--- src/adm_pkg.sv ---
// Constants and types for the audio mode-control register bank
package adm_pkg;
  // Register indices on the control port
  localparam logic [6:0] ADM_IDX_LEFT_ATT = 7'h10;
  localparam logic [6:0] ADM_IDX_RIGHT_ATT = 7'h11;
  localparam logic [6:0] ADM_IDX_FMT_CTRL = 7'h12;
  localparam logic [6:0] ADM_IDX_SPEED_CTRL = 7'h13;
  localparam logic [6:0] ADM_IDX_MODE_CTRL = 7'h14;
  localparam logic [6:0] ADM_IDX_ZERO_CTRL = 7'h15;
  localparam logic [6:0] ADM_IDX_ZERO_FLAG = 7'h16;
  localparam logic [6:0] ADM_IDX_UNIT_ID = 7'h17;

  // Reset values
  localparam logic [7:0] ADM_RST_ATT = 8'hFF;
  localparam logic [7:0] ADM_RST_FMT_CTRL = 8'h50;
  localparam logic [7:0] ADM_RST_SPEED_CTRL = 8'h00;
  localparam logic [7:0] ADM_RST_MODE_CTRL = 8'h00;
  localparam logic [7:0] ADM_RST_ZERO_CTRL = 8'h01;
  localparam logic [4:0] ADM_RST_UNIT_ID = 5'h00;

  // Writable bits; reserved bits store nothing and read as zero
  localparam logic [7:0] ADM_MASK_SPEED_CTRL = 8'hF7;
  localparam logic [7:0] ADM_MASK_MODE_CTRL = 8'h7F;
  localparam logic [7:0] ADM_MASK_ZERO_CTRL = 8'h07;

  // Field positions, format/emphasis/mute register
  localparam int ADM_B_ATTEN_LOAD_ENABLE = 7;
  localparam int ADM_B_FMT_LO = 4;
  localparam int ADM_B_DMF_LO = 2;
  localparam int ADM_B_DME = 1;
  localparam int ADM_B_MUTE = 0;
  // Phase/speed/filter register
  localparam int ADM_B_REV = 7;
  localparam int ADM_B_ATS_LO = 5;
  localparam int ADM_B_OPE = 4;
  localparam int ADM_B_BYPASS_STEREO_SEL = 2;
  localparam int ADM_B_FLT = 1;
  localparam int ADM_B_INFINITE_ZERO_MUTE_EN = 0;
  // Reset/interface/single_channel_mode register
  localparam int ADM_B_SOFT_SYSTEM_RESET = 6;
  localparam int ADM_B_DSD = 5;
  localparam int ADM_B_FILTER_BYPASS_EN = 4;
  localparam int ADM_B_SINGLE_CHANNEL_MODE = 3;
  localparam int ADM_B_SINGLE_CHANNEL_SOURCE = 2;
  localparam int ADM_B_OS_LO = 0;
  // Zero output register
  localparam int ADM_B_DZ_LO = 1;
  localparam int ADM_B_MULTIBIT_ZERO_OUT_EN = 0;

  // Attenuation codes
  localparam logic [7:0] ADM_ATT_FULL = 8'hFF;
  localparam logic [7:0] ADM_ATT_MUTE_MAX = 8'h0E;
  localparam logic [7:0] ADM_ATT_FLOOR = 8'h00;

  // Interface modes of the audio path
  typedef enum logic [1:0] {
    ADM_MODE_PCM = 2'b00,
    ADM_MODE_BYPASS = 2'b01,
    ADM_MODE_BITSTREAM = 2'b10
  } adm_mode_t;
endpackage : adm_pkg
--- src/adm_atten_ramp.sv ---
// One channel attenuator that steps toward its target level
`timescale 1ns/1ns
module adm_atten_ramp
  import adm_pkg::*;
(
  input wire logic core_clk_in,
  input wire logic rstn_in,
  input wire logic step_in,
  input wire logic active_in,
  input wire logic [7:0] target_in,
  output logic [7:0] level_out,
  output logic mute_out
);
  logic [7:0] level_q;
  logic [7:0] level_d;
  logic mute_q;

  // Outside PCM mode the attenuator sits at 0 dB
  always_comb
  begin
    level_d = level_q;
    if (!active_in)
    begin
      level_d = ADM_ATT_FULL;
    end
    else if (step_in && level_q < target_in)
    begin
      level_d = level_q + 8'h01;
    end
    else if (step_in && level_q > target_in)
    begin
      level_d = level_q - 8'h01;
    end
  end

  always_ff @(posedge core_clk_in or negedge rstn_in)
  begin
    if (!rstn_in)
    begin
      level_q <= ADM_ATT_FULL;
      mute_q <= 1'b0;
    end
    else
    begin
      level_q <= level_d;
      mute_q <= (level_d <= ADM_ATT_MUTE_MAX);
    end
  end

  assign level_out = level_q;
  assign mute_out = mute_q;
endmodule : adm_atten_ramp

--- src/adm_mode_regs.sv ---
// Mode-control register bank of the stereo audio converter
`timescale 1ns/1ns
module adm_mode_regs
  import adm_pkg::*;
(
  input wire logic core_clk_in,
  input wire logic rstn_in,
  input wire logic reg_wr_en_in,
  input wire logic reg_rd_en_in,
  input wire logic [6:0] reg_index_in,
  input wire logic [7:0] reg_wdata_in,
  output logic [7:0] reg_rdata_out,
  output logic reg_rvalid_out,
  input wire logic fs_tick_in,
  input wire logic left_zero_in,
  input wire logic right_zero_in,
  input wire logic [4:0] unit_identifier_in,
  output logic [7:0] left_atten_level_out,
  output logic [7:0] right_atten_level_out,
  output logic left_mute_out,
  output logic right_mute_out,
  output logic [2:0] input_format_sel_out,
  output logic deemph_enable_out,
  output logic [1:0] deemph_rate_sel_out,
  output logic [1:0] fir_perf_sel_out,
  output logic output_phase_invert_out,
  output logic converter_disable_out,
  output logic bypass_stereo_sel_out,
  output logic rolloff_sel_out,
  output logic infinite_zero_mute_en_out,
  output logic soft_system_reset_out,
  output adm_pkg::adm_mode_t iface_mode_out,
  output logic single_channel_mode_out,
  output logic single_channel_source_out,
  output logic [1:0] oversample_rate_sel_out,
  output logic [1:0] fir_rate_sel_out,
  output logic multibit_zero_out_en_out,
  output logic [1:0] bitstream_zero_out_ctrl_out
);
  import adm_pkg::*;

  // Divider count at which an attenuation step fires; a step comes every count+1 fs ticks
  function automatic logic [2:0] step_div_max(input logic [1:0] rate);
    logic [2:0] m;
    m = 3'h0;
    case (rate)
      2'b00: m = 3'h0;
      2'b01: m = 3'h1;
      2'b10: m = 3'h3;
      default: m = 3'h7;
    endcase
    return m;
  endfunction : step_div_max

  function automatic logic idx_hit(input logic [6:0] idx,
                                   input logic [6:0] off);
    return idx == off;
  endfunction : idx_hit

  logic [7:0] att_q [0:1];
  logic [7:0] fmt_q;
  logic [7:0] speed_q;
  logic [7:0] mode_q;
  logic [7:0] zctl_q;
  logic [1:0] zero_flag_q;
  logic [4:0] unit_id_q;
  logic id_taken_q;
  logic [7:0] tgt_q [0:1];
  logic [2:0] div_q;
  logic [7:0] rdata_q;
  logic rvalid_q;
  logic [7:0] level [0:1];
  logic mute_lvl [0:1];

  logic [2:0] fmt_o_q;
  logic dme_o_q;
  logic [1:0] dmf_o_q;
  logic [1:0] fir_perf_o_q;
  logic rev_o_q;
  logic ope_o_q;
  logic bypass_stereo_sel_o_q;
  logic flt_o_q;
  logic infinite_zero_mute_en_o_q;
  logic soft_system_reset_o_q;
  adm_mode_t mode_o_q;
  logic single_channel_mode_o_q;
  logic single_channel_source_o_q;
  logic [1:0] os_o_q;
  logic [1:0] fir_rate_o_q;
  logic multibit_zero_out_en_o_q;
  logic [1:0] dz_o_q;

  // Write strobes per register; read-only and unmapped indices ignored
  wire wr_left = reg_wr_en_in && idx_hit(reg_index_in, ADM_IDX_LEFT_ATT);
  wire wr_right = reg_wr_en_in && idx_hit(reg_index_in, ADM_IDX_RIGHT_ATT);
  wire wr_fmt = reg_wr_en_in && idx_hit(reg_index_in, ADM_IDX_FMT_CTRL);
  wire wr_speed = reg_wr_en_in && idx_hit(reg_index_in, ADM_IDX_SPEED_CTRL);
  wire wr_mode = reg_wr_en_in && idx_hit(reg_index_in, ADM_IDX_MODE_CTRL);
  wire wr_zctl = reg_wr_en_in && idx_hit(reg_index_in, ADM_IDX_ZERO_CTRL);

  // Field decode
  wire atten_load_enable = fmt_q[ADM_B_ATTEN_LOAD_ENABLE];
  wire [2:0] fmt_f = fmt_q[ADM_B_FMT_LO +: 3];
  wire [1:0] dmf_f = fmt_q[ADM_B_DMF_LO +: 2];
  wire dme_f = fmt_q[ADM_B_DME];
  wire mute_f = fmt_q[ADM_B_MUTE];
  wire [1:0] ats_f = speed_q[ADM_B_ATS_LO +: 2];
  wire dsd_f = mode_q[ADM_B_DSD];
  wire filter_bypass_en_f = mode_q[ADM_B_FILTER_BYPASS_EN];
  wire [1:0] os_f = mode_q[ADM_B_OS_LO +: 2];

  // Bitstream mode takes precedence over filter bypass
  wire is_bits = dsd_f;
  wire is_byp = !dsd_f && filter_bypass_en_f;
  wire is_pcm = !dsd_f && !filter_bypass_en_f;
  wire pcm_or_byp = !is_bits;
  wire adm_mode_t mode_sel = is_bits ? ADM_MODE_BITSTREAM :
                             (is_byp ? ADM_MODE_BYPASS : ADM_MODE_PCM);

  // Attenuation step strobe derived from the sample-rate tick
  wire step_tick = fs_tick_in && (div_q == step_div_max(ats_f));
  wire soft_mute_act = mute_f && is_pcm;

  // Read mux; indices without a register read as zero
  wire [7:0] rd_sel =
    idx_hit(reg_index_in, ADM_IDX_LEFT_ATT) ? att_q[0] :
    idx_hit(reg_index_in, ADM_IDX_RIGHT_ATT) ? att_q[1] :
    idx_hit(reg_index_in, ADM_IDX_FMT_CTRL) ? fmt_q :
    idx_hit(reg_index_in, ADM_IDX_SPEED_CTRL) ? speed_q :
    idx_hit(reg_index_in, ADM_IDX_MODE_CTRL) ? mode_q :
    idx_hit(reg_index_in, ADM_IDX_ZERO_CTRL) ? zctl_q :
    idx_hit(reg_index_in, ADM_IDX_ZERO_FLAG) ? {6'h00, zero_flag_q} :
    idx_hit(reg_index_in, ADM_IDX_UNIT_ID) ? {3'h0, unit_id_q} :
    8'h00;

  // Host-visible register storage
  always_ff @(posedge core_clk_in or negedge rstn_in)
  begin
    if (!rstn_in)
    begin
      att_q[0] <= ADM_RST_ATT;
      att_q[1] <= ADM_RST_ATT;
      fmt_q <= ADM_RST_FMT_CTRL;
      speed_q <= ADM_RST_SPEED_CTRL;
      mode_q <= ADM_RST_MODE_CTRL;
      zctl_q <= ADM_RST_ZERO_CTRL;
    end
    else
    begin
      if (wr_left)
      begin
        att_q[0] <= reg_wdata_in;
      end
      if (wr_right)
      begin
        att_q[1] <= reg_wdata_in;
      end
      if (wr_fmt)
      begin
        fmt_q <= reg_wdata_in;
      end
      if (wr_speed)
      begin
        speed_q <= reg_wdata_in & ADM_MASK_SPEED_CTRL;
      end
      if (wr_mode)
      begin
        mode_q <= reg_wdata_in & ADM_MASK_MODE_CTRL;
      end
      if (wr_zctl)
      begin
        zctl_q <= reg_wdata_in & ADM_MASK_ZERO_CTRL;
      end
    end
  end

  // Zero flags follow the detectors; unit id is caught after reset release
  always_ff @(posedge core_clk_in or negedge rstn_in)
  begin
    if (!rstn_in)
    begin
      zero_flag_q <= 2'b00;
      unit_id_q <= ADM_RST_UNIT_ID;
      id_taken_q <= 1'b0;
    end
    else
    begin
      zero_flag_q <= {right_zero_in, left_zero_in};
      id_taken_q <= 1'b1;
      if (!id_taken_q)
      begin
        unit_id_q <= unit_identifier_in;
      end
    end
  end

  // Applied attenuation targets follow the registers only while loading
  always_ff @(posedge core_clk_in or negedge rstn_in)
  begin
    if (!rstn_in)
    begin
      tgt_q[0] <= ADM_RST_ATT;
      tgt_q[1] <= ADM_RST_ATT;
    end
    else if (atten_load_enable)
    begin
      tgt_q[0] <= att_q[0];
      tgt_q[1] <= att_q[1];
    end
  end

  // Sample-tick divider for the step rate
  always_ff @(posedge core_clk_in or negedge rstn_in)
  begin
    if (!rstn_in)
    begin
      div_q <= 3'h0;
    end
    else if (step_tick)
    begin
      div_q <= 3'h0;
    end
    else if (fs_tick_in)
    begin
      div_q <= div_q + 3'h1;
    end
  end

  // Per-channel attenuators; soft mute drives the target to the floor
  generate
    for (genvar ch = 0; ch < 2; ch++)
    begin : g_chan
      wire [7:0] ramp_tgt = soft_mute_act ? ADM_ATT_FLOOR : tgt_q[ch];
      adm_atten_ramp u_ramp (
        .core_clk_in(core_clk_in),
        .rstn_in(rstn_in),
        .step_in(step_tick),
        .active_in(is_pcm),
        .target_in(ramp_tgt),
        .level_out(level[ch]),
        .mute_out(mute_lvl[ch])
      );
    end
  endgenerate

  // Effective controls; a field idle in the current mode drives its
  // neutral value but keeps its stored contents
  always_ff @(posedge core_clk_in or negedge rstn_in)
  begin
    if (!rstn_in)
    begin
      fmt_o_q <= ADM_RST_FMT_CTRL[ADM_B_FMT_LO +: 3];
      dme_o_q <= 1'b0;
      dmf_o_q <= 2'b00;
      fir_perf_o_q <= 2'b00;
      rev_o_q <= 1'b0;
      ope_o_q <= 1'b0;
      bypass_stereo_sel_o_q <= 1'b0;
      flt_o_q <= 1'b0;
      infinite_zero_mute_en_o_q <= 1'b0;
      soft_system_reset_o_q <= 1'b0;
      mode_o_q <= ADM_MODE_PCM;
      single_channel_mode_o_q <= 1'b0;
      single_channel_source_o_q <= 1'b0;
      os_o_q <= 2'b00;
      fir_rate_o_q <= 2'b00;
      multibit_zero_out_en_o_q <= ADM_RST_ZERO_CTRL[ADM_B_MULTIBIT_ZERO_OUT_EN];
      dz_o_q <= 2'b00;
    end
    else
    begin
      fmt_o_q <= fmt_f;
      dme_o_q <= dme_f && is_pcm;
      dmf_o_q <= is_pcm ? dmf_f : 2'b00;
      fir_perf_o_q <= is_bits ? dmf_f : 2'b00;
      rev_o_q <= speed_q[ADM_B_REV];
      ope_o_q <= speed_q[ADM_B_OPE];
      bypass_stereo_sel_o_q <= speed_q[ADM_B_BYPASS_STEREO_SEL] && is_byp;
      flt_o_q <= speed_q[ADM_B_FLT] && is_pcm;
      infinite_zero_mute_en_o_q <= speed_q[ADM_B_INFINITE_ZERO_MUTE_EN] && pcm_or_byp;
      soft_system_reset_o_q <= mode_q[ADM_B_SOFT_SYSTEM_RESET];
      mode_o_q <= mode_sel;
      single_channel_mode_o_q <= mode_q[ADM_B_SINGLE_CHANNEL_MODE];
      single_channel_source_o_q <= mode_q[ADM_B_SINGLE_CHANNEL_SOURCE];
      os_o_q <= is_bits ? 2'b00 : os_f;
      fir_rate_o_q <= is_bits ? os_f : 2'b00;
      multibit_zero_out_en_o_q <= zctl_q[ADM_B_MULTIBIT_ZERO_OUT_EN] && pcm_or_byp;
      dz_o_q <= is_bits ? zctl_q[ADM_B_DZ_LO +: 2] : 2'b00;
    end
  end

  // Read port answers one cycle after the strobe
  always_ff @(posedge core_clk_in or negedge rstn_in)
  begin
    if (!rstn_in)
    begin
      rdata_q <= 8'h00;
      rvalid_q <= 1'b0;
    end
    else
    begin
      rvalid_q <= reg_rd_en_in;
      if (reg_rd_en_in)
      begin
        rdata_q <= rd_sel;
      end
    end
  end

  assign reg_rdata_out = rdata_q;
  assign reg_rvalid_out = rvalid_q;
  assign left_atten_level_out = level[0];
  assign right_atten_level_out = level[1];
  assign left_mute_out = mute_lvl[0];
  assign right_mute_out = mute_lvl[1];
  assign input_format_sel_out = fmt_o_q;
  assign deemph_enable_out = dme_o_q;
  assign deemph_rate_sel_out = dmf_o_q;
  assign fir_perf_sel_out = fir_perf_o_q;
  assign output_phase_invert_out = rev_o_q;
  assign converter_disable_out = ope_o_q;
  assign bypass_stereo_sel_out = bypass_stereo_sel_o_q;
  assign rolloff_sel_out = flt_o_q;
  assign infinite_zero_mute_en_out = infinite_zero_mute_en_o_q;
  assign soft_system_reset_out = soft_system_reset_o_q;
  assign iface_mode_out = mode_o_q;
  assign single_channel_mode_out = single_channel_mode_o_q;
  assign single_channel_source_out = single_channel_source_o_q;
  assign oversample_rate_sel_out = os_o_q;
  assign fir_rate_sel_out = fir_rate_o_q;
  assign multibit_zero_out_en_out = multibit_zero_out_en_o_q;
  assign bitstream_zero_out_ctrl_out = dz_o_q;

  a_atten_load_enable_hold: assert property (@(posedge core_clk_in)
    disable iff (!rstn_in) !atten_load_enable |=> $stable(tgt_q[0]))
    else $error("attenuation target moved while load disabled");

  a_atten_load_enable_load: assert property (@(posedge core_clk_in)
    disable iff (!rstn_in) atten_load_enable |=> tgt_q[1] == $past(att_q[1]))
    else $error("attenuation target not loaded");

  a_read_left: assert property (@(posedge core_clk_in)
    disable iff (!rstn_in)
    reg_rd_en_in && reg_index_in == ADM_IDX_LEFT_ATT
    |=> reg_rvalid_out && reg_rdata_out == $past(att_q[0]))
    else $error("left attenuation readback wrong");

  a_ro_unit_id: assert property (@(posedge core_clk_in)
    disable iff (!rstn_in)
    reg_wr_en_in && reg_index_in == ADM_IDX_UNIT_ID && id_taken_q
    |=> $stable(unit_id_q))
    else $error("read-only identifier changed by write");

  a_step_rate: assert property (@(posedge core_clk_in)
    disable iff (!rstn_in)
    $changed(div_q) |-> $past(fs_tick_in)
      && (div_q == 3'h0 || div_q == $past(div_q) + 3'h1))
    else $error("attenuation step divider moved off a tick");

  a_ramp_step: assert property (@(posedge core_clk_in)
    disable iff (!rstn_in)
    $changed(left_atten_level_out) && $past(is_pcm) && is_pcm
    |-> $past(step_tick))
    else $error("attenuator moved without a step");

  a_mute_code: assert property (@(posedge core_clk_in)
    disable iff (!rstn_in)
    right_mute_out == (right_atten_level_out <= ADM_ATT_MUTE_MAX))
    else $error("mute flag disagrees with level code");

  a_fir_reuse: assert property (@(posedge core_clk_in)
    disable iff (!rstn_in)
    is_bits |=> fir_perf_sel_out == $past(dmf_f)
      && deemph_rate_sel_out == 2'b00)
    else $error("fir select not taken from rate field");

  a_os_reuse: assert property (@(posedge core_clk_in)
    disable iff (!rstn_in)
    !is_bits |=> oversample_rate_sel_out == $past(os_f)
      && fir_rate_sel_out == 2'b00)
    else $error("oversampling select wrong");

  a_bits_zero: assert property (@(posedge core_clk_in)
    disable iff (!rstn_in)
    is_bits |=> !multibit_zero_out_en_out && !rolloff_sel_out)
    else $error("idle field affects bitstream mode");
endmodule : adm_mode_regs

--- config.mk ---
export PLATFORM = sky130hd
export DESIGN_NAME = adm_mode_regs
export DESIGN_NICKNAME = d
export VERILOG_FILES = /design/src/adm_pkg.sv /design/src/adm_atten_ramp.sv /design/src/adm_mode_regs.sv
export SDC_FILE = /design/constraint.sdc
export NUM_CORES = 1
export LEC_CHECK = 0
export ABC_AREA = 1
export CAP_MARGIN = 20
export CORE_MARGIN = 5
export CORE_UTILIZATION = 56
export CTS_CLUSTER_DIAMETER = 120
export CTS_CLUSTER_SIZE = 10
export DETAILED_ROUTE_END_ITERATION = 8
export DONT_BUFFER_PORTS = 1
export GPL_TIMING_DRIVEN = 0
export PLACE_DENSITY = 0.82
export SKIP_LAST_GASP = 1
export SLEW_MARGIN = 30
export SYNTH_ARGS = -nofsm -noshare
export SYNTH_HDL_FRONTEND = slang
export SYNTH_SLANG_ARGS = --single-unit
--- constraint.sdc ---
create_clock -name core_clk_in -period 3.7 [get_ports core_clk_in]
set_input_delay 0.185 -clock core_clk_in [delete_from_list [all_inputs] [get_ports core_clk_in]]
set_output_delay 0.185 -clock core_clk_in [all_outputs]
set_load 0.05 [all_outputs]
==> metrics.md <==
| Metric | Value |
|---|---|
| Result of the run | `completed` |
| GR Overflow Total | `0` |
| Delay of the slowest cell on the worst path | `0.47 ns` |
| Std-Cell Core Area | `around 10000 um2` |
| Routability cong. | `0.939` |
| Slew @ Worst Pin | `approximately 0.58 ns` |
| Synthesized area divided by synthesized cell count | `8.35 um2` |
| CP max-delay cell | `sky130_fd_sc_hd__dfrtp_1` |
| Number of hold violations in the final report | `0` |
| Beginning of the worst register-to-register path | `mode_q[5]$_DFFE_PN0P_` |
| Mux share of post-synthesis cell area | `0.00945` |
| Synth Warn # | `0` |
| Startpoint kind of the worst setup timing path | `flop` |
| Sequential cell area | `approximately 3100 um2` |
| Clock tree from TritonCTS | `built` |
| Worst-case clock skew | `between 0.008 and 0.009 ns` |
| Number of CTS-inserted buffers | `17` |
| Most repeated library cell on the critical path | `sky130_fd_sc_hd__nand2_1` |
| XOR/XNOR share of the synthesized area | `0.0191` |
| Share of cells above drive strength 1 | `0.150` |
| Number of flops mapped to enable cells by yosys | `0` |
| Power density of the placed cells | `752 nW/um2` |
| Max-Slew Margin vs Limit | `0.615` |
| Max Freq | `298 MHz` |
| Number of nets with antenna violations after detailed routing | `0` |
| Largest family of logic cells by synthesized area | `simple AND/OR/NAND/NOR gates` |
| Number of max-slew violations in the final report | `0` |
| Tmin final | `around 3.4 ns` |
| Worst path required time | `about 4.2 ns` |
| # setup viols final | `0` |
| Number of antenna violations at the first check in global routing | `0` |
| Layout area overhead | `16.4%` |
| Setup total negative slack | `0 ns` |
| Port buffer count | `0` |
| Startpoint of the tightest hold check path | `fs_tick_in` |
| Final hold slack | `about 0.11 ns` |
| Clk root buf | `sky130_fd_sc_hd__clkbuf_8` |
| Number of top-level design ports | `between 70 and 80` |
| Synthesized area | `~6000 um2` |
| Clock-pin transition on the worst setup and hold timing paths | `around 0.060 ns` |
| Avg WL per Cell | `~16 um` |
| Number of global-route vias before repair | `5255` |
| Type of the setup path with the least slack | `reg2reg` |
| Diodes inserted | `0` |
| Internal power of the cells | `3.10 mW` |
| Worst-path maximum fanout | `10` |
| Max-Cap Viols | `0` |
| Later-pin clock latency in the skew report | `approximately 0.54 ns` |
| Leakage | `around 3.3 nW` |
| Post-synth ARST share | `1.00` |
| Fin crit share | `0.908` |
| GRT Resource Usage Total | `0.250` |
| Pin count of the biggest net entering global routing | `121` |
| Critical path cell sequence | `nor2_2, nand2_1, clkbuf_1, nand2_1, ha_1, a21oi_1, nor2_1, nor2_1, nand2_1, nor2_4, nand2_1, nand3_1, nand3_1, nand3_1, nand2_1, nor2_1` |
| Worst Path Buf+Inv | `1` |
| Share of the yosys chip area belonging to registers | `0.515` |
| Area share of and/or/nand/nor cells after synthesis | `0.276` |
| Part of the power in the clock network | `0.309` |
| Vertical die dimension | `113 um` |
| Area taken by multi-input logic gates | `about 2500 um2` |
| Reg power frac | `0.437` |
| Ys flop type | `sky130_fd_sc_hd__dfrtp_1` |
| Endpoint type of the worst setup path | `flop` |
| Filler cell count | `just under 800` |
| Comb pwr share | `0.254` |
| Compound-gate portion of the synthesized area | `0.0758` |
| Arrival time reported for the critical path endpoint | `3.83 ns` |
| Floorplan die width | `between 100 and 150 um` |
| Number of DRC violations after detailed-routing iteration 0 | `roughly 600` |
| Startpoint of the worst setup timing path | `mode_q[5]$_DFFE_PN0P_` |
| Number of iterations in the first detailed-routing pass | `6` |
| FF+latch count, synth | `120` |
| Unrepaired setup endpoints after global routing | `false` |
| IR Drop Worst-Case VDD | `0.505 mV` |
| Switching Fraction | `0.405` |
| Total Nets Final | `802` |
| Post-Syn Instances | `a little over 700` |
| Core Rows | `37` |
| Count of clock tree sinks | `120` |
| Vias | `approximately 5.0k` |
| Final HPWL DP | `approximately 10000 um` |
| First-pass GRT wire length | `25300 um` |
| Die area | `~13000 um2` |
| Worst hold path class | `in2reg` |
| Net load switching power | `around 2.1 mW` |
| Max Root-Sink Buffers | `2` |
| Initial Utilization | `0.575` |
| Clock H-tree levels | `4` |
| DRC Markers | `0` |
| Post-synthesis cell type count | `39` |
| Post-synthesis net count | `around 760` |
| Adder-cell area share of the yosys netlist | `0.0441` |
| Via-to-Cell Ratio | `roughly 5.5` |
| Largest delay share family, worst path | `simple AND/OR/NAND/NOR gates` |
| Total wire length after detailed routing | `14800 um` |
-- cell usage after synthesis (all sizes together), types with 5 or more instances --
cell type	n	area (um2)
inv	82	308
xor2	10	87.6
a21oi	13	65.1
mux2	5	56.3
dfrtp	66	1650
o21ai	62	314
nand2	243	935
dfstp	54	1420
nand3	51	295
ha	21	263
nand4	8	50.1
nor2	64	308
clkbuf	10	37.5
-- worst register-to-register path, stage by stage (launching register included) --
cell	delay [ns]
sky130_fd_sc_hd__dfrtp_1	0.47
sky130_fd_sc_hd__nor2_2	0.43
sky130_fd_sc_hd__nand2_1	0.29
sky130_fd_sc_hd__clkbuf_1	0.28
sky130_fd_sc_hd__nand2_1	0.10
sky130_fd_sc_hd__ha_1	0.24
sky130_fd_sc_hd__a21oi_1	0.17
sky130_fd_sc_hd__nor2_1	0.05
sky130_fd_sc_hd__nor2_1	0.21
sky130_fd_sc_hd__nand2_1	0.23
sky130_fd_sc_hd__nor2_4	0.22
sky130_fd_sc_hd__nand2_1	0.11
sky130_fd_sc_hd__nand3_1	0.11
sky130_fd_sc_hd__nand3_1	0.13
sky130_fd_sc_hd__nand3_1	0.12
sky130_fd_sc_hd__nand2_1	0.05
sky130_fd_sc_hd__nor2_1	0.09
-- path summary, 6_finish.rpt --
check / end / cells after the start / slack, ns
worst min-delay path: div_q[2]$_DFFE_PN0P_ / 5 / 0.11
max in group asynchronous: oversample_rate_sel_out[0]$_DFF_PN0_ / 2 / 3.00
worst min register to register: input_format_sel_out[2]$_DFF_PN1_ / 0 / 0.39
min in group asynchronous: g_chan[1].u_ramp.mute_out$_DFF_PN0_ / 2 / 0.24
worst max-delay path: g_chan[0].u_ramp.mute_out$_DFF_PN0_ / 16 / 0.34
worst max register to register: g_chan[0].u_ramp.mute_out$_DFF_PN0_ / 16 / 0.34
-- metal layers --
metal  GRT usage  share of wire
met4       0.136          0.046
met5           0              0
met2       0.425           0.51
met3      0.0824          0.059
met1       0.276           0.38
-- flip-flops by register name (all words and copies together), names as in the netlist, 3 cells and up --
register	cells
zctl_q	3
att_q	16
unit_id_q	5
tgt_q	16
div_q	3
mode_q	7
g_chan.u_ramp.level_out	16
fmt_q	8
speed_q	7
reg_rdata_out	8
input_format_sel_out	3
-- cell usage in the layout (no fill, tap or decap), types with 4 or more instances in the layout --
| master | instances |
|---|---|
| sky130_fd_sc_hd__nand2_1 | 236 |
| sky130_fd_sc_hd__inv_1 | 80 |
| sky130_fd_sc_hd__dfrtp_1 | 66 |
| sky130_fd_sc_hd__o21ai_0 | 60 |
| sky130_fd_sc_hd__nor2_1 | 56 |
| sky130_fd_sc_hd__dfstp_2 | 54 |
| sky130_fd_sc_hd__nand3_1 | 46 |
| sky130_fd_sc_hd__ha_1 | 21 |
| sky130_fd_sc_hd__dlygate4sd3_1 | 20 |
| sky130_fd_sc_hd__clkbuf_16 | 16 |
| sky130_fd_sc_hd__a21oi_1 | 13 |
| sky130_fd_sc_hd__clkbuf_1 | 12 |
| sky130_fd_sc_hd__xor2_1 | 10 |
| sky130_fd_sc_hd__nand4_1 | 8 |
| sky130_fd_sc_hd__nand2_2 | 6 |
| sky130_fd_sc_hd__mux2_2 | 5 |
| sky130_fd_sc_hd__nor2_4 | 4 |
| sky130_fd_sc_hd__nor3_1 | 4 |
| sky130_fd_sc_hd__clkbuf_8 | 4 |
-- layout make-up --
| type | count | share of cell area |
|---|---|---|
| sequential | 120 | 0.442 |
| multi-input combinational | 499 | 0.365 |
| clock buffer | 22 | 0.0667 |
| inverter | 84 | 0.0454 |
| timing repair buffer | 21 | 0.0328 |
| tap | 136 | 0.0245 |
| clock inverter | 10 | 0.0171 |
| buffer | 11 | 0.00613 |
-- metrics by stage --
step / cells / setup WS (ns) / utilization / total power, mW / cell area, um2
floorplan: 714 / 1.13 / - / 3.20 / 5960
global placement: 850 / 0.557 / 0.591 / 3.44 / 6130
detailed placement: 850 / 0.415 / 0.591 / 3.54 / 6130
CTS: 903 / 0.368 / 0.669 / 5.22 / 6940
global route: 903 / 0.0207 / 0.669 / 5.54 / 6940
finish: 903 / 0.340 / 0.669 / 5.22 / 6940
-- kinds of logic (layout without fill, tap and decap cells) --
logic type | after synthesis | in the layout
compound gates | 84 | 84
other cells | 1 | 1
mux | 5 | 5
simple gates | 375 | 375
fa+ha+maj | 21 | 21
buf+inv | 95 | 148
xor+xnor | 13 | 13
flops | 120 | 120
-- power groups by stage --
| stage | sequential [mW] | clock, mW | combinational [mW] |
|---|---|---|---|
| floorplan | 2.20 | 0 | 1.01 |
| global placement | 2.29 | 0 | 1.16 |
| detailed placement | 2.30 | 0 | 1.24 |
| CTS | 2.28 | 1.63 | 1.31 |
| global route | 2.31 | 1.71 | 1.52 |
| finish | 2.28 | 1.61 | 1.32 |
-- timing repair --
item                                   4_1_cts  5_1_grt
resized for setup                            0        0
endpoints found under the hold margin      179        0
hold buffers                                21        0
setup buffers                                0        0
Power figures use the tool's default switching activity.
